**config.mk**
```make
export PLATFORM = sky130hd
export DESIGN_NAME = eic_top
export DESIGN_NICKNAME = d
export VERILOG_FILES = /design/src/logic/eic_pkg.sv /design/src/logic/eic_top.sv
export VERILOG_INCLUDE_DIRS = /design/src /design/src/logic
export SDC_FILE = /design/constraint.sdc
export NUM_CORES = 1
export LEC_CHECK = 0
export BUFFER_PORTS_ARGS = -buffer_cell sky130_fd_sc_hd__buf_2
export CAP_MARGIN = 20
export CORE_MARGIN = 2
export CORE_UTILIZATION = 39
export CTS_BUF_LIST = sky130_fd_sc_hd__clkbuf_8
export DETAILED_ROUTE_END_ITERATION = 12
export GPL_TIMING_DRIVEN = 0
export MAX_ROUTING_LAYER = met4
export SKIP_CTS_REPAIR_TIMING = 1
export SLEW_MARGIN = 25
export SYNTH_ARGS = -nofsm -noshare
export SYNTH_HDL_FRONTEND = slang
export SYNTH_SLANG_ARGS = --single-unit
```
**constraint.sdc**
```tcl
create_clock -name clk_i -period 3 [get_ports clk_i]
set_input_delay 0.15 -clock clk_i [delete_from_list [all_inputs] [get_ports clk_i]]
set_output_delay 0.15 -clock clk_i [all_outputs]
set_load 0.005 [all_outputs]
```
**src/logic/eic_defines.svh**
```systemverilog
`ifndef EIC_DEFINES_SVH
`define EIC_DEFINES_SVH

// Register indices (printed offsets; byte address is four times these)
`define EIC_IDX_PCHG 8'hae
`define EIC_IDX_XFLG 8'haf
`define EIC_IDX_XEN 8'hb5
`define EIC_IDX_EDG1 8'hb6
`define EIC_IDX_EDG2 8'hb7
`define EIC_IDX_SENSE 8'hb8

// Field positions
`define EIC_PC_P9_EN 7
`define EIC_PC_P6_EN 5
`define EIC_PC_P5_EN 4
`define EIC_PC_P9_FLG 3
`define EIC_PC_P6_FLG 1
`define EIC_PC_P5_FLG 0
`define EIC_XEN_D 1
`define EIC_XEN_C 0
`define EIC_E1_GSEL_HI 7
`define EIC_E1_GSEL_LO 6
`define EIC_E1_B_POL 2
`define EIC_E1_A_POL 0
`define EIC_E2_D_POL 1
`define EIC_E2_C_POL 0
`define EIC_SENSE_A 0
`define EIC_SENSE_B 1

// Writable masks
`define EIC_PCHG_WMASK 8'hbb
`define EIC_XFLG_WMASK 8'h03
`define EIC_XEN_WMASK 8'h03
`define EIC_EDG1_WMASK 8'hc5
`define EIC_EDG2_WMASK 8'h03
`define EIC_SENSE_WMASK 8'h03
`define EIC_RESET_VAL 8'h00
`define EIC_PIN_IDLE 4'hf

// Deglitch times in ns
`define EIC_CLK_PERIOD_NS 8
`define EIC_GLITCH0_NS 50
`define EIC_GLITCH1_NS 200
`define EIC_GLITCH2_NS 400
`define EIC_GLITCH0_CYC ((`EIC_GLITCH0_NS + `EIC_CLK_PERIOD_NS - 1) / `EIC_CLK_PERIOD_NS)
`define EIC_GLITCH1_CYC ((`EIC_GLITCH1_NS + `EIC_CLK_PERIOD_NS - 1) / `EIC_CLK_PERIOD_NS)
`define EIC_GLITCH2_CYC ((`EIC_GLITCH2_NS + `EIC_CLK_PERIOD_NS - 1) / `EIC_CLK_PERIOD_NS)

`define EIC_RESP_OKAY 2'b00
`define EIC_RESP_SLVERR 2'b10

`endif

```
**src/logic/eic_pkg.sv**
```systemverilog
package eic_pkg;
  localparam int EIC_NPIN = 4;
  localparam int EIC_CW = 6;

  typedef struct packed {
    logic [7:0] pchg;
    logic [7:0] xflg;
    logic [7:0] xen;
    logic [7:0] edg1;
    logic [7:0] edg2;
    logic [7:0] sense;
  } eic_regs_t;

  typedef struct packed {
    logic aw_done;
    logic [7:0] aw_idx;
    logic aw_bad;
    logic w_done;
    logic [31:0] w_data;
    logic [3:0] w_strb;
    logic bvalid;
    logic [1:0] bresp;
    logic rvalid;
    logic [31:0] rdata;
    logic [1:0] rresp;
  } eic_bus_t;

  typedef struct packed {
    eic_regs_t regs;
    eic_bus_t bus;
    logic [3:0] pin_s1;
    logic [3:0] pin_s2;
    logic [3:0] pin_f;
    logic [3:0][5:0] cnt;
    logic [23:0] port_s1;
    logic [23:0] port_s2;
    logic [23:0] port_q;
    logic [3:0] irq;
    logic pchg_irq;
  } eic_state_t;
endpackage

```
**src/logic/eic_top.sv**
```systemverilog
`timescale 1ns/1ps
`include "eic_defines.svh"

// Functional notes
// - Pin D events only when enabled
// - Pin C events only when enabled
// - Two-bit field selects deglitch time or bypass
// - Pin B polarity selects falling or rising
// - Pin A polarity selects falling or rising
// - Pin D polarity selects falling or rising
// - Pin C polarity selects falling or rising
// - Pin D flag sticky until written zero
// - Pin C flag sticky until written zero
// - Port 9 monitored only when enabled
// - Port 6 monitored only when enabled
// - Port 5 monitored only when enabled
// - Port 9 change sets sticky flag
// - Port 6 change sets sticky flag
// - Port 5 change sets sticky flag
// - Any pin change on an enabled port sets flag, raises request
// - Edge control bits 5:3 read zero
// - Pins A/B low-level or edge per type
// - Detection independent of processor clock
module eic_top
  import eic_pkg::*;
#(
  parameter int PORT_W = 8
) (
  // Clock and reset
  input wire logic clk_i,
  input wire logic rst_b_i,
  // AXI4-Lite slave
  input wire logic [11:0] s_axi_awaddr,
  input wire logic s_axi_awvalid,
  output logic s_axi_awready,
  input wire logic [31:0] s_axi_wdata,
  input wire logic [3:0] s_axi_wstrb,
  input wire logic s_axi_wvalid,
  output logic s_axi_wready,
  output logic [1:0] s_axi_bresp,
  output logic s_axi_bvalid,
  input wire logic s_axi_bready,
  input wire logic [11:0] s_axi_araddr,
  input wire logic s_axi_arvalid,
  output logic s_axi_arready,
  output logic [31:0] s_axi_rdata,
  output logic [1:0] s_axi_rresp,
  output logic s_axi_rvalid,
  input wire logic s_axi_rready,
  // Pins
  input wire logic [3:0] ext_irq_pin_i,
  input wire logic [PORT_W-1:0] port_five_i,
  input wire logic [PORT_W-1:0] port_six_i,
  input wire logic [PORT_W-1:0] port_nine_i,
  // Requests: [0]=A [1]=B [2]=C [3]=D
  output logic [3:0] ext_irq_o,
  output logic pin_change_irq_o
);

  if (PORT_W < 1 || PORT_W > 8) begin : g_bad_port_w
    $error("PORT_W must be 1..8");
  end

  localparam int CW = EIC_CW;
  // Pins start at their idle level so no false edge follows reset
  localparam eic_state_t ST_RST = '{pin_s1: `EIC_PIN_IDLE,
    pin_s2: `EIC_PIN_IDLE, pin_f: `EIC_PIN_IDLE, default: '0};

  eic_state_t st_reg, st_next;

  function automatic logic [7:0] wmerge(input logic [7:0] old,
      input logic [7:0] wd, input logic [7:0] m);
    wmerge = (old & ~m) | (wd & m);
  endfunction

  function automatic logic [7:0] idx_of(input logic [11:0] a);
    idx_of = a[9:2];
  endfunction

  function automatic logic idx_ok(input logic [11:0] a);
    logic [7:0] i;
    i = a[9:2];
    idx_ok = (a[11:10] == 2'b00) && a[1:0] == 2'b00 &&
      (i == `EIC_IDX_PCHG || i == `EIC_IDX_XFLG || i == `EIC_IDX_XEN ||
       i == `EIC_IDX_EDG1 || i == `EIC_IDX_EDG2 || i == `EIC_IDX_SENSE);
  endfunction

  logic [1:0] gsel;
  logic [CW-1:0] glen;
  logic [3:0] pol;
  logic [3:0] rise, fall, edge_hit, pin_evt;
  logic [3:0] pin_en;
  logic [2:0] port_en;
  logic [2:0] port_evt;
  logic do_write;
  logic [7:0] wbyte;

  assign gsel = {st_reg.regs.edg1[`EIC_E1_GSEL_HI],
                 st_reg.regs.edg1[`EIC_E1_GSEL_LO]};
  assign pol = {st_reg.regs.edg2[`EIC_E2_D_POL],
                st_reg.regs.edg2[`EIC_E2_C_POL],
                st_reg.regs.edg1[`EIC_E1_B_POL],
                st_reg.regs.edg1[`EIC_E1_A_POL]};
  assign pin_en = {st_reg.regs.xen[`EIC_XEN_D],
                   st_reg.regs.xen[`EIC_XEN_C], 2'b11};
  assign port_en = {st_reg.regs.pchg[`EIC_PC_P9_EN],
                    st_reg.regs.pchg[`EIC_PC_P6_EN],
                    st_reg.regs.pchg[`EIC_PC_P5_EN]};

  always_comb begin
    case (gsel)
      2'b00: glen = CW'(`EIC_GLITCH0_CYC);
      2'b01: glen = CW'(`EIC_GLITCH1_CYC);
      2'b10: glen = CW'(`EIC_GLITCH2_CYC);
      default: glen = '0;
    endcase
  end

  always_comb begin
    logic [23:0] chg;
    logic [7:0] p5, p6, p9;
    st_next = st_reg;
    chg = '0;
    p5 = '0;
    p6 = '0;
    p9 = '0;
    // Two-flop synchronisers; filters read only the second stage
    st_next.pin_s1 = ext_irq_pin_i;
    st_next.pin_s2 = st_reg.pin_s1;
    p5[PORT_W-1:0] = port_five_i;
    p6[PORT_W-1:0] = port_six_i;
    p9[PORT_W-1:0] = port_nine_i;
    st_next.port_s1 = {p9, p6, p5};
    st_next.port_s2 = st_reg.port_s1;
    st_next.port_q = st_reg.port_s2;
    // Deglitch: new level must hold glen cycles, or pass at once on bypass
    for (int i = 0; i < 4; i++) begin
      if (st_reg.pin_s2[i] == st_reg.pin_f[i]) begin
        st_next.cnt[i] = '0;
      end else if (gsel == 2'b11 || st_reg.cnt[i] + 1'b1 >= glen) begin
        st_next.pin_f[i] = st_reg.pin_s2[i];
        st_next.cnt[i] = '0;
      end else begin
        st_next.cnt[i] = CW'(st_reg.cnt[i] + 1'b1);
      end
    end
    rise = (st_reg.pin_f ^ st_next.pin_f) & st_next.pin_f;
    fall = (st_reg.pin_f ^ st_next.pin_f) & ~st_next.pin_f;
    edge_hit = (pol & rise) | (~pol & fall);
    pin_evt = edge_hit & pin_en;
    chg = st_reg.port_s2 ^ st_reg.port_q;
    port_evt = {|chg[23:16], |chg[15:8], |chg[7:0]} & port_en;

    // AXI4-Lite
    if (st_reg.bus.bvalid && s_axi_bready) st_next.bus.bvalid = 1'b0;
    if (st_reg.bus.rvalid && s_axi_rready) st_next.bus.rvalid = 1'b0;
    if (s_axi_awvalid && s_axi_awready) begin
      st_next.bus.aw_done = 1'b1;
      st_next.bus.aw_idx = idx_of(s_axi_awaddr);
      st_next.bus.aw_bad = !idx_ok(s_axi_awaddr);
    end
    if (s_axi_wvalid && s_axi_wready) begin
      st_next.bus.w_done = 1'b1;
      st_next.bus.w_data = s_axi_wdata;
      st_next.bus.w_strb = s_axi_wstrb;
    end
    do_write = st_reg.bus.aw_done && st_reg.bus.w_done &&
               !st_reg.bus.bvalid;
    wbyte = st_reg.bus.w_data[7:0];
    if (do_write) begin
      st_next.bus.aw_done = 1'b0;
      st_next.bus.w_done = 1'b0;
      st_next.bus.bvalid = 1'b1;
      st_next.bus.bresp = st_reg.bus.aw_bad ? `EIC_RESP_SLVERR :
                                              `EIC_RESP_OKAY;
      if (!st_reg.bus.aw_bad && st_reg.bus.w_strb[0]) begin
        if (st_reg.bus.aw_idx == `EIC_IDX_PCHG) begin
          st_next.regs.pchg = wmerge(st_reg.regs.pchg, wbyte,
                                     `EIC_PCHG_WMASK);
        end else if (st_reg.bus.aw_idx == `EIC_IDX_XFLG) begin
          st_next.regs.xflg = wmerge(st_reg.regs.xflg, wbyte,
                                     `EIC_XFLG_WMASK);
        end else if (st_reg.bus.aw_idx == `EIC_IDX_XEN) begin
          st_next.regs.xen = wmerge(st_reg.regs.xen, wbyte,
                                    `EIC_XEN_WMASK);
        end else if (st_reg.bus.aw_idx == `EIC_IDX_EDG1) begin
          st_next.regs.edg1 = wmerge(st_reg.regs.edg1, wbyte,
                                     `EIC_EDG1_WMASK);
        end else if (st_reg.bus.aw_idx == `EIC_IDX_EDG2) begin
          st_next.regs.edg2 = wmerge(st_reg.regs.edg2, wbyte,
                                     `EIC_EDG2_WMASK);
        end else if (st_reg.bus.aw_idx == `EIC_IDX_SENSE) begin
          st_next.regs.sense = wmerge(st_reg.regs.sense, wbyte,
                                      `EIC_SENSE_WMASK);
        end
      end
    end
    if (s_axi_arvalid && s_axi_arready) begin
      st_next.bus.rvalid = 1'b1;
      st_next.bus.rresp = `EIC_RESP_OKAY;
      st_next.bus.rdata = '0;
      if (!idx_ok(s_axi_araddr)) begin
        st_next.bus.rresp = `EIC_RESP_SLVERR;
      end else if (idx_of(s_axi_araddr) == `EIC_IDX_PCHG) begin
        st_next.bus.rdata[7:0] = st_reg.regs.pchg;
      end else if (idx_of(s_axi_araddr) == `EIC_IDX_XFLG) begin
        st_next.bus.rdata[7:0] = st_reg.regs.xflg;
      end else if (idx_of(s_axi_araddr) == `EIC_IDX_XEN) begin
        st_next.bus.rdata[7:0] = st_reg.regs.xen;
      end else if (idx_of(s_axi_araddr) == `EIC_IDX_EDG1) begin
        st_next.bus.rdata[7:0] = st_reg.regs.edg1;
      end else if (idx_of(s_axi_araddr) == `EIC_IDX_EDG2) begin
        st_next.bus.rdata[7:0] = st_reg.regs.edg2;
      end else begin
        st_next.bus.rdata[7:0] = st_reg.regs.sense;
      end
    end

    // Hardware sets after software writes, so a set wins
    if (pin_evt[3]) st_next.regs.xflg[`EIC_XEN_D] = 1'b1;
    if (pin_evt[2]) st_next.regs.xflg[`EIC_XEN_C] = 1'b1;
    if (port_evt[2]) st_next.regs.pchg[`EIC_PC_P9_FLG] = 1'b1;
    if (port_evt[1]) st_next.regs.pchg[`EIC_PC_P6_FLG] = 1'b1;
    if (port_evt[0]) st_next.regs.pchg[`EIC_PC_P5_FLG] = 1'b1;

    // Pins A/B: low level when type 0, edge pulse when type 1
    for (int i = 0; i < 2; i++) begin
      if (st_reg.regs.sense[i]) begin
        st_next.irq[i] = edge_hit[i];
      end else begin
        st_next.irq[i] = !st_next.pin_f[i];
      end
    end
    st_next.irq[2] = st_next.regs.xflg[`EIC_XEN_C] &&
                     st_next.regs.xen[`EIC_XEN_C];
    st_next.irq[3] = st_next.regs.xflg[`EIC_XEN_D] &&
                     st_next.regs.xen[`EIC_XEN_D];
    st_next.pchg_irq =
      (st_next.regs.pchg[`EIC_PC_P9_FLG] &&
       st_next.regs.pchg[`EIC_PC_P9_EN]) ||
      (st_next.regs.pchg[`EIC_PC_P6_FLG] &&
       st_next.regs.pchg[`EIC_PC_P6_EN]) ||
      (st_next.regs.pchg[`EIC_PC_P5_FLG] &&
       st_next.regs.pchg[`EIC_PC_P5_EN]);
  end

  // Runs on the always-on system clock, not the processor clock
  always_ff @(posedge clk_i or negedge rst_b_i) begin
    if (!rst_b_i) begin
      st_reg <= ST_RST;
    end else begin
      st_reg <= st_next;
    end
  end

  assign s_axi_awready = !st_reg.bus.aw_done;
  assign s_axi_wready = !st_reg.bus.w_done;
  assign s_axi_bvalid = st_reg.bus.bvalid;
  assign s_axi_bresp = st_reg.bus.bresp;
  assign s_axi_arready = !st_reg.bus.rvalid;
  assign s_axi_rvalid = st_reg.bus.rvalid;
  assign s_axi_rdata = st_reg.bus.rdata;
  assign s_axi_rresp = st_reg.bus.rresp;
  assign ext_irq_o = st_reg.irq;
  assign pin_change_irq_o = st_reg.pchg_irq;

  property p_pin_d_off;
    @(posedge clk_i) disable iff (!rst_b_i)
      !st_reg.regs.xen[`EIC_XEN_D] && !st_reg.regs.xflg[`EIC_XEN_D] &&
      !do_write |=> !st_reg.regs.xflg[`EIC_XEN_D];
  endproperty
  a_pin_d_off: assert property (p_pin_d_off)
    else $error("pin D flag set while disabled");

  property p_pin_c_off;
    @(posedge clk_i) disable iff (!rst_b_i)
      !st_reg.regs.xen[`EIC_XEN_C] |-> !ext_irq_o[2];
  endproperty
  a_pin_c_off: assert property (p_pin_c_off)
    else $error("pin C request while disabled");

  property p_bypass;
    @(posedge clk_i) disable iff (!rst_b_i)
      gsel == 2'b11 && $stable(gsel) && st_reg.pin_s2 != st_reg.pin_f
      |=> st_reg.pin_f == $past(st_reg.pin_s2);
  endproperty
  a_bypass: assert property (p_bypass)
    else $error("bypass did not pass level at once");

  property p_glitch;
    @(posedge clk_i) disable iff (!rst_b_i)
      gsel == 2'b00 && $fell(st_reg.pin_s2[3]) && st_reg.pin_f[3]
      |=> st_reg.pin_f[3] [*5];
  endproperty
  a_glitch: assert property (p_glitch)
    else $error("filter passed level too early");

  property p_flag_d;
    @(posedge clk_i) disable iff (!rst_b_i)
      pin_evt[3] |=> st_reg.regs.xflg[`EIC_XEN_D];
  endproperty
  a_flag_d: assert property (p_flag_d)
    else $error("pin D flag not set");

  property p_flag_c;
    @(posedge clk_i) disable iff (!rst_b_i)
      st_reg.regs.xflg[`EIC_XEN_C] && !do_write
      |=> st_reg.regs.xflg[`EIC_XEN_C];
  endproperty
  a_flag_c: assert property (p_flag_c)
    else $error("pin C flag dropped without write");

  property p_port5;
    @(posedge clk_i) disable iff (!rst_b_i)
      port_evt[0] |=> st_reg.regs.pchg[`EIC_PC_P5_FLG] &&
      (pin_change_irq_o || !st_reg.regs.pchg[`EIC_PC_P5_EN]);
  endproperty
  a_port5: assert property (p_port5)
    else $error("port 5 change not flagged");

  property p_port9_off;
    @(posedge clk_i) disable iff (!rst_b_i)
      !st_reg.regs.pchg[`EIC_PC_P9_EN] &&
      !st_reg.regs.pchg[`EIC_PC_P9_FLG] && !do_write
      |=> !st_reg.regs.pchg[`EIC_PC_P9_FLG];
  endproperty
  a_port9_off: assert property (p_port9_off)
    else $error("port 9 event while disabled");

  property p_rsvd;
    @(posedge clk_i) disable iff (!rst_b_i)
      st_reg.regs.edg1[5:3] == 3'b000;
  endproperty
  a_rsvd: assert property (p_rsvd)
    else $error("reserved edge bits set");

  property p_level;
    @(posedge clk_i) disable iff (!rst_b_i)
      !st_reg.regs.sense[0] && !st_next.pin_f[0] |=> ext_irq_o[0];
  endproperty
  a_level: assert property (p_level)
    else $error("low level on pin A not requested");

  property p_pulse_a;
    @(posedge clk_i) disable iff (!rst_b_i)
      st_reg.regs.sense[`EIC_SENSE_A] && !st_reg.regs.edg1[`EIC_E1_A_POL] &&
      st_reg.pin_f[0] && !st_next.pin_f[0] |=> ext_irq_o[0];
  endproperty
  a_pulse_a: assert property (p_pulse_a)
    else $error("pin A falling edge not requested");

  property p_pulse_b;
    @(posedge clk_i) disable iff (!rst_b_i)
      st_reg.regs.sense[`EIC_SENSE_B] && !st_reg.regs.edg1[`EIC_E1_B_POL] &&
      !st_reg.pin_f[1] && st_next.pin_f[1] |=> !ext_irq_o[1];
  endproperty
  a_pulse_b: assert property (p_pulse_b)
    else $error("pin B request on unselected edge");

  property p_edge_c;
    @(posedge clk_i) disable iff (!rst_b_i)
      st_reg.regs.edg2[`EIC_E2_C_POL] && st_reg.pin_f[2] &&
      !st_next.pin_f[2] && !st_reg.regs.xflg[`EIC_XEN_C] && !do_write
      |=> !st_reg.regs.xflg[`EIC_XEN_C];
  endproperty
  a_edge_c: assert property (p_edge_c)
    else $error("pin C flag set on unselected edge");

  property p_flag_p9;
    @(posedge clk_i) disable iff (!rst_b_i)
      port_evt[2] |=> st_reg.regs.pchg[`EIC_PC_P9_FLG];
  endproperty
  a_flag_p9: assert property (p_flag_p9)
    else $error("port 9 change not flagged");

  property p_irq_d;
    @(posedge clk_i) disable iff (!rst_b_i)
      ext_irq_o[3] ==
      (st_reg.regs.xflg[`EIC_XEN_D] && st_reg.regs.xen[`EIC_XEN_D]);
  endproperty
  a_irq_d: assert property (p_irq_d)
    else $error("pin D request differs from flag and enable");

endmodule // eic_top

```
==> out/results.txt, run 1 <==
For the number of distinct standard cells referenced by the synthesized netlist, the log shows 59. The tools report the endpoint class of the critical path as a register. For the pin with the worst max-slew slack, the measured transition is 705 ps. The area growth from synthesis to layout is 25.8%.

The mapped cell area was 6970 um^2; the minimum hold slack was 33.8 ps. Terminus of the critical flop-to-flop path: st_reg[104]. The biggest area contributor in the post-synthesis netlist is dfrtp_1. In this run the worst path has a maximum fanout of 8. Routability-driven placement finished with a final weighted congestion of 0.794. The number of placed I/O pins was 141.

The logs give 0 for the initial antenna violation count and 166 for the number of violations reported at the end of detailed-routing iteration 0. Number of remaining DRC errors: 0. The antenna cell count is 0. The remaining antenna violation count was 0. The number of synthesized flops with an enable pin came out at 0.

The final-report hold violation count was 0. The number of flip-flops in the largest register works out to 83. The initialized floorplan defines 48 standard-cell rows. Register-to-register path setup slack: 210 ps.

Dividing the detail-routed wire length by the instance count gives 13.9 um. Setup repair after global routing left no endpoint under its margin. Total number of clock tree sinks: 163. The worst vdd rail ir drop is 0.000509 V. TritonCTS built the clock tree. Across the routed clock network, the largest skew measured is 14.9 ps. The critical path's top delay family was compound AO/OA/AOI/OAI gates.

After technology mapping, the gate count stands at 546. Detailed routing inserted a total of 4513 vias. Measured in cells, the most critical reg-to-reg path has a length of 10. After detailed routing, the number of vias per cell comes to 4.68. The worst hold path belongs to the class input pin to register. Entering global routing, the biggest net connects 84 pins. STA puts the critical path data required time at 3390 ps.

The worst setup path is of the register to register kind. The logs give 40.1% for the effective utilization at floorplan and 964 for the number of cells in the finished layout apart from fillers. Counting flops and latches in the post-synthesis netlist gives 163. The HPWL after detailed placement is 9550 um.

For this run, the slowest stage of the critical path takes 460 ps. The core region is 17400 um^2. The worst setup path is launched from a register. Of the cells placed in the final design, the portion with a size suffix greater than 1 is 29.0%.

The number of buffer and inverter stages on the critical path is 1. The total die area was 18900 um^2. In this run the tightest slew margin relative to its limit is 52.7%.

In this run the vertical extent of the chip is 138 um. The cell at the root of the clock tree is clkbuf_8. The final critical-path share of the clock period is 93.0%. Following the worst setup path forward leads to its endpoint at st_reg[104]. For the count of warnings emitted by yosys, the log shows 0.

Clock latency on the worst-skew pair, taken at its later pin, is 450 ps. The critical path goes through inv_1 -> ha_1 -> nor2_1 -> nor2_1 -> ha_1 -> nand2b_1 -> a21oi_1 -> o21ai_0 -> a31oi_2 -> mux2_2. The first global-routing pass estimated 20900 um of wire. The power per unit of standard cell area came out at 638 nW/um^2. Global routing used 15.1% of the available tracks across all layers. First element of the critical path: gsel[1].

The run gives 4 as the count of TritonRoute iterations in the first routing pass. Slowest cell on the critical path: dfrtp_1. Timing would allow up to 358 MHz. Summed over all cells, the static leakage comes to 4.22 nW. Global route total overflow: 0.

The TritonCTS buffer count was 17; the critical path depth was 10. The share of flip-flops with an asynchronous set or reset came out at 100%. At the end of the flow, the number of nets in the layout was 856. Number of pins with negative max-slew slack in the final report: 0. Predominant post-synthesis flop cell: dfrtp_1. The startpoint identified for the worst hold timing path is s_axi_awaddr[0].

The cell count after placement was 882; the clock-pin slew of the registers on the worst-case setup and hold paths was 100 ps. For the max-capacitance violation count, the log shows 0. The die is 138 um wide.

Buffers placed on the I/O ports in this run total 85. Dividing the synthesized area by the synthesized cell count gives 12.8 um^2. By area the synthesized netlist is led by dfrtp_1 (54%), ha_1 (6.3%), mux2_2 (5.3%). The worst path in the final design needs a cycle of 2790 ps, including I/O delays and setup. The count of endpoints failing setup in the final report is 0, and the H-tree depth reported by CTS is 4. The worst register-to-register path begins at gsel[1].

The run gives 3180 ps as the arrival time of the worst setup path. The run finished with clean final reports. The clock passes through at most 2 buffers. The number of global-route vias before repair is 4248, and the overall routed net length is 13400 um. Of the post-synthesis cell area, the dominant cell type holds 54.2%. For this run, the register share of the synthesized area comes to 58.8%.
[worst reg2reg max path: stages (launching register included)]
cell	delay, ps
dfrtp_1	460
inv_1	170
ha_1	210
nor2_1	60
nor2_1	350
ha_1	320
nand2b_1	140
a21oi_1	140
o21ai_0	110
a31oi_2	390
mux2_2	380
[cell usage after synthesis, types with 3 or more instances]
library cell	n
dfrtp_1	151
buf_4	40
ha_1	35
xnor2_1	34
mux2_2	33
nand2_1	28
nor2_1	26
nand3_1	20
o21ai_0	17
inv_1	16
nor2b_1	13
and3_1	12
dfstp_2	12
xor2_1	11
a21oi_1	9
nand4_1	8
a22o_1	6
clkbuf_1	6
mux2i_1	6
nand2b_1	5
a31oi_1	3
nand4b_1	3
[cell type report]
type / count / area [um^2]
Buffer: 46 / 323
Clock buffer: 18 / 248
Clock inverter: 14 / 190
Fill cell: 1523 / 8590
Inverter: 16 / 60.1
Multi-Input combinational cell: 346 / 2610
Sequential cell: 163 / 4090
Tap cell: 225 / 282
Timing Repair Buffer: 136 / 963
[cell usage in the layout, fill, tap and decap left out, types with 17 or more instances in the layout]
master,synthesis,routed
buf_2,0,84
buf_4,40,40
clkbuf_8,0,18
conb_1,1,26
dfrtp_1,151,151
dlygate4sd3_1,0,50
ha_1,35,35
inv_1,16,17
mux2_2,33,33
nand2_1,28,28
nand3_1,20,20
nor2_1,26,26
o21ai_0,17,17
xnor2_1,34,34
[stage by stage]
step	setup WS [ps]	setup TNS, ps	utilization (%)	cell area (um^2)	power (mW)
after global placement	-542	-80420	44.8	7770	3.81
after CTS	-92.6	-169	47.5	8240	5.59
after detailed placement	-47.0	-93.0	45.0	7800	3.86
final	210	0	50.5	8760	5.59
after global routing	8.04	0	50.5	8760	5.94
after floorplan	666	0	-	7060	3.50
[cell families (layout without fill, tap and decap cells)]
kind of cell / Yosys count / after routing / synth area share (%)
AO/OA/AOI/OAI: 55 / 55 / 5.14
XOR/XNOR: 45 / 45 / 5.66
adder cells (fa/ha/maj): 35 / 35 / 6.29
buffers and inverters: 62 / 230 / 5.50
flip-flops: 163 / 163 / 58.8
multiplexers: 41 / 41 / 6.52
other: 1 / 26 / 0.0538
AND/OR/NAND/NOR: 144 / 144 / 12.1
[where the power goes]
group | switching (mW) | internal (mW)
combinational | 0.474 | 0.584
clock | 0.851 | 0.872
sequential | 0.282 | 2.53
[worst min path at each step]
stage                         endpoint  slack (ps)  cells past startpoint
after floorplan           ext_irq_o[0]        -150                      0
after global placement     st_next[41]         260                      1
after detailed placement    st_reg[87]         180                      1
after CTS                   st_reg[87]        -320                      1
after global routing       st_reg[188]          30                      3
final                      st_reg[188]          30                      3
[layer usage]
metal	global-route usage (%)	share of wire, %	up-vias
li1	-	-	2189
met1	18.6	43	2201
met2	24.2	51	103
met3	3.94	3.8	20
met4	5.50	1.5	0
met5	-	0	-
Note: power is estimated with default switching activity, not from simulation.
==> inputs of run 2 (changes only) <==
- MAX_ROUTING_LAYER: met4 -> default
==> out/results.txt, run 2 (synthesized netlist as in run 1, its figures left out) <==
The flow ran to the end, and the final reports show no timing, DRC or antenna violations. The number of cells traversed by the worst register-to-register path works out to 10 (unchanged). Commonest non-fill, non-tap cell in the layout: dfrtp_1 (unchanged). The buffer levels on the longest clock path came out at 2 (unchanged).

The tools report the source-to-sink clock delay at the later pin of the worst-skew pair as 460 ps (was 450 ps). The post-route minimum period came out at 2780 ps (was 2790 ps). The tools report the launch instance of the worst register-to-register path as gsel[1] (unchanged).

The global route total overflow is 0 (unchanged). The number of violations reported at the end of detailed-routing iteration 0 is 190 (was 166), and the worst hold path depth is 3 (unchanged). Worst setup path category: register to register (unchanged).

The run gives 4249 (was 4248) as the number of global-route vias before repair. The power per unit of standard cell area was 638 nW/um^2 (about the same); the H-tree depth reported by CTS was 4 (unchanged). For the max-capacitance violation count, the log shows 0 (unchanged). The run gives 13400 um (about the same) as the overall routed net length. The count of TritonRoute iterations in the first routing pass was 4 (unchanged); the placeable core region was 17400 um^2 (unchanged). The combined global-route utilization of all metal layers was 14.8% (was 15.1%); the data required time at the worst endpoint was 3390 ps (about the same). The endpoint with the worst hold slack is st_reg[188] (unchanged).

The kind of start point of the critical path is a register (unchanged). The tools report the number of cells in the finished layout apart from fillers as 964 (unchanged). The layout overhead on the synthesized area was 25.8% (unchanged); the critical-path maximum fanout was 8 (unchanged). The total of buffers placed on input and output ports was 85 (unchanged). The run gives 882 (unchanged) as the cell count after placement. The TritonCTS buffer count came out at 17 (unchanged).

The cell at the root of the clock tree was clkbuf_8 (unchanged). The leakage dissipation was 4.22 nW (unchanged). Leading cell types in the layout, fill and taps excluded: dfrtp_1 (151), buf_2 (84), dlygate4sd3_1 (50) (unchanged). The total of fill cells in the finished design is 1523 (unchanged). The terminus of the critical flop-to-flop path was st_reg[104] (unchanged).

The initial antenna violation count is 0 (unchanged), and the detailed-route via count is 4499 (was 4513). The logs give 20900 um (about the same) for the first-pass GRT wire length and 0 (unchanged) for the number of pins with negative max-slew slack in the final report. The logs give 0.000510 V (was 0.000509 V) for the worst vdd rail ir drop and 0 (unchanged) for the antenna cell count. Remaining antenna violation count: 0 (unchanged). Pin count of the biggest net entering global routing: 84 (unchanged). The slew at the pin closest to its max-slew limit was 701 ps (was 705 ps); the half-perimeter wire length of the detailed placement result was 9550 um (unchanged). The class of the tightest hold or removal check is input pin to register (unchanged).

Setup repair after global routing left no endpoint under its margin. The final estimated routing congestion in global placement came out at 0.784 (was 0.794). The clock-pin slew of the registers on the worst-case setup and hold paths was 100 ps (about the same); the final standard cell utilization of the core was 50.5% (unchanged). The run gives 40.1% (unchanged) as the effective utilization at floorplan. The largest clock skew in the final design was 14.6 ps (was 14.9 ps). The ratio of routed vias to standard cells came out at 4.67 (was 4.68). The horizontal die dimension is 138 um (unchanged), and the maximum clock frequency is 359 MHz (was 358 MHz). The tools report the post-layout net count as 856 (unchanged). The total die area came out at 18900 um^2 (unchanged). The number of placement rows was 48 (unchanged). TritonCTS built the clock tree. The number of placed I/O pins is 141 (unchanged), and the number of remaining DRC errors is 0 (unchanged).

The remaining max-slew budget at the tightest pin was 52.9% (was 52.7%). The number of flip-flops in the largest register works out to 83 (unchanged). The tools report the critical hold path startpoint as s_axi_awaddr[0] (unchanged). Endpoint class of the critical path: a register (unchanged). The chip height is 138 um (unchanged), and the final routed wire length divided by cell count is 13.9 um (about the same). For the register-to-register path setup slack, the log shows 220 ps (was 210 ps).

The final-report hold violation count was 0 (unchanged); the arrival time of the worst setup path was 3180 ps (about the same). The count of endpoints failing setup in the final report was 0 (unchanged). The final critical-path share of the clock period is 92.7% (was 93.0%), and the fraction of final layout cells with drive strength greater than 1 is 29.0% (unchanged). The total number of clock tree sinks was 163 (unchanged).
## run 2: cell counts in the layout (fill, tap and decap cells not counted)
Identical to the previous run, type by type.
## run 2: worst max path at each step
stage	from	endpoint	slack, ps	cells past startpoint
6_report	gsel[1]	st_reg[104]	220	10
5_1_grt	gsel[0]	ext_irq_o[3]	8	11
4_1_cts	gsel[1]	ext_irq_o[2]	-90	11
3_5_place_dp	gsel[0]	ext_irq_o[2]	-50	11
3_3_place_gp	rst_b_i	st_reg[195]	-540	1
2_1_floorplan	gsel[0]	st_reg[103]	670	10
## run 2: critical path, cell delays in order, from the launching register on
cell and delay [ps]:
dfrtp_1 460, inv_1 160, ha_1 210, nor2_1 50, nor2_1 350, ha_1 320, nand2b_1 140, a21oi_1 140
o21ai_0 110, a31oi_2 390, mux2_2 380
## run 2: power breakdown
| part | internal, mW | switching, mW | leakage [nW] | total, mW |
|---|---|---|---|---|
| Combinational | 0.584 | 0.474 | 2.01 | 1.06 |
| Sequential | 2.53 | 0.282 | 1.99 | 2.81 |
| Clock | 0.872 | 0.855 | 0.222 | 1.73 |
| Total | 3.98 | 1.61 | 4.22 | 5.59 |
## run 2: area by class of cell
class,count,area (um^2),area share (%)
sequential,163,4090,46.7
multi-input combinational,346,2610,29.7
timing repair buffer,136,963,11.0
buffer,46,323,3.68
tap,225,282,3.21
clock buffer,18,248,2.83
clock inverter,14,190,2.17
inverter,16,60.1,0.685
## run 2: routing by layer
layer  global-route usage, %  vias to the layer above  wire length, um
met5                       0                        -                0
met4                    6.64                        0              243
met3                    3.57                       21              498
met2                    24.4                      100             6830
met1                    18.5                     2186             5810
li1                        -                     2192                -
## run 2: metrics by stage
step / power [mW] / worst slack, ps / hold WS [ps] / setup TNS, ps / area (um^2)
floorplan: 3.50 / 666 / -146 / 0 / 7060
global placement: 3.81 / -542 / 257 / -80420 / 7770
detailed placement: 3.86 / -47.0 / 175 / -93.0 / 7800
CTS: 5.59 / -92.6 / -318 / -169 / 8240
global route: 5.94 / 8.17 / 27.9 / 0 / 8760
finish: 5.59 / 218 / 25.9 / 0 / 8760
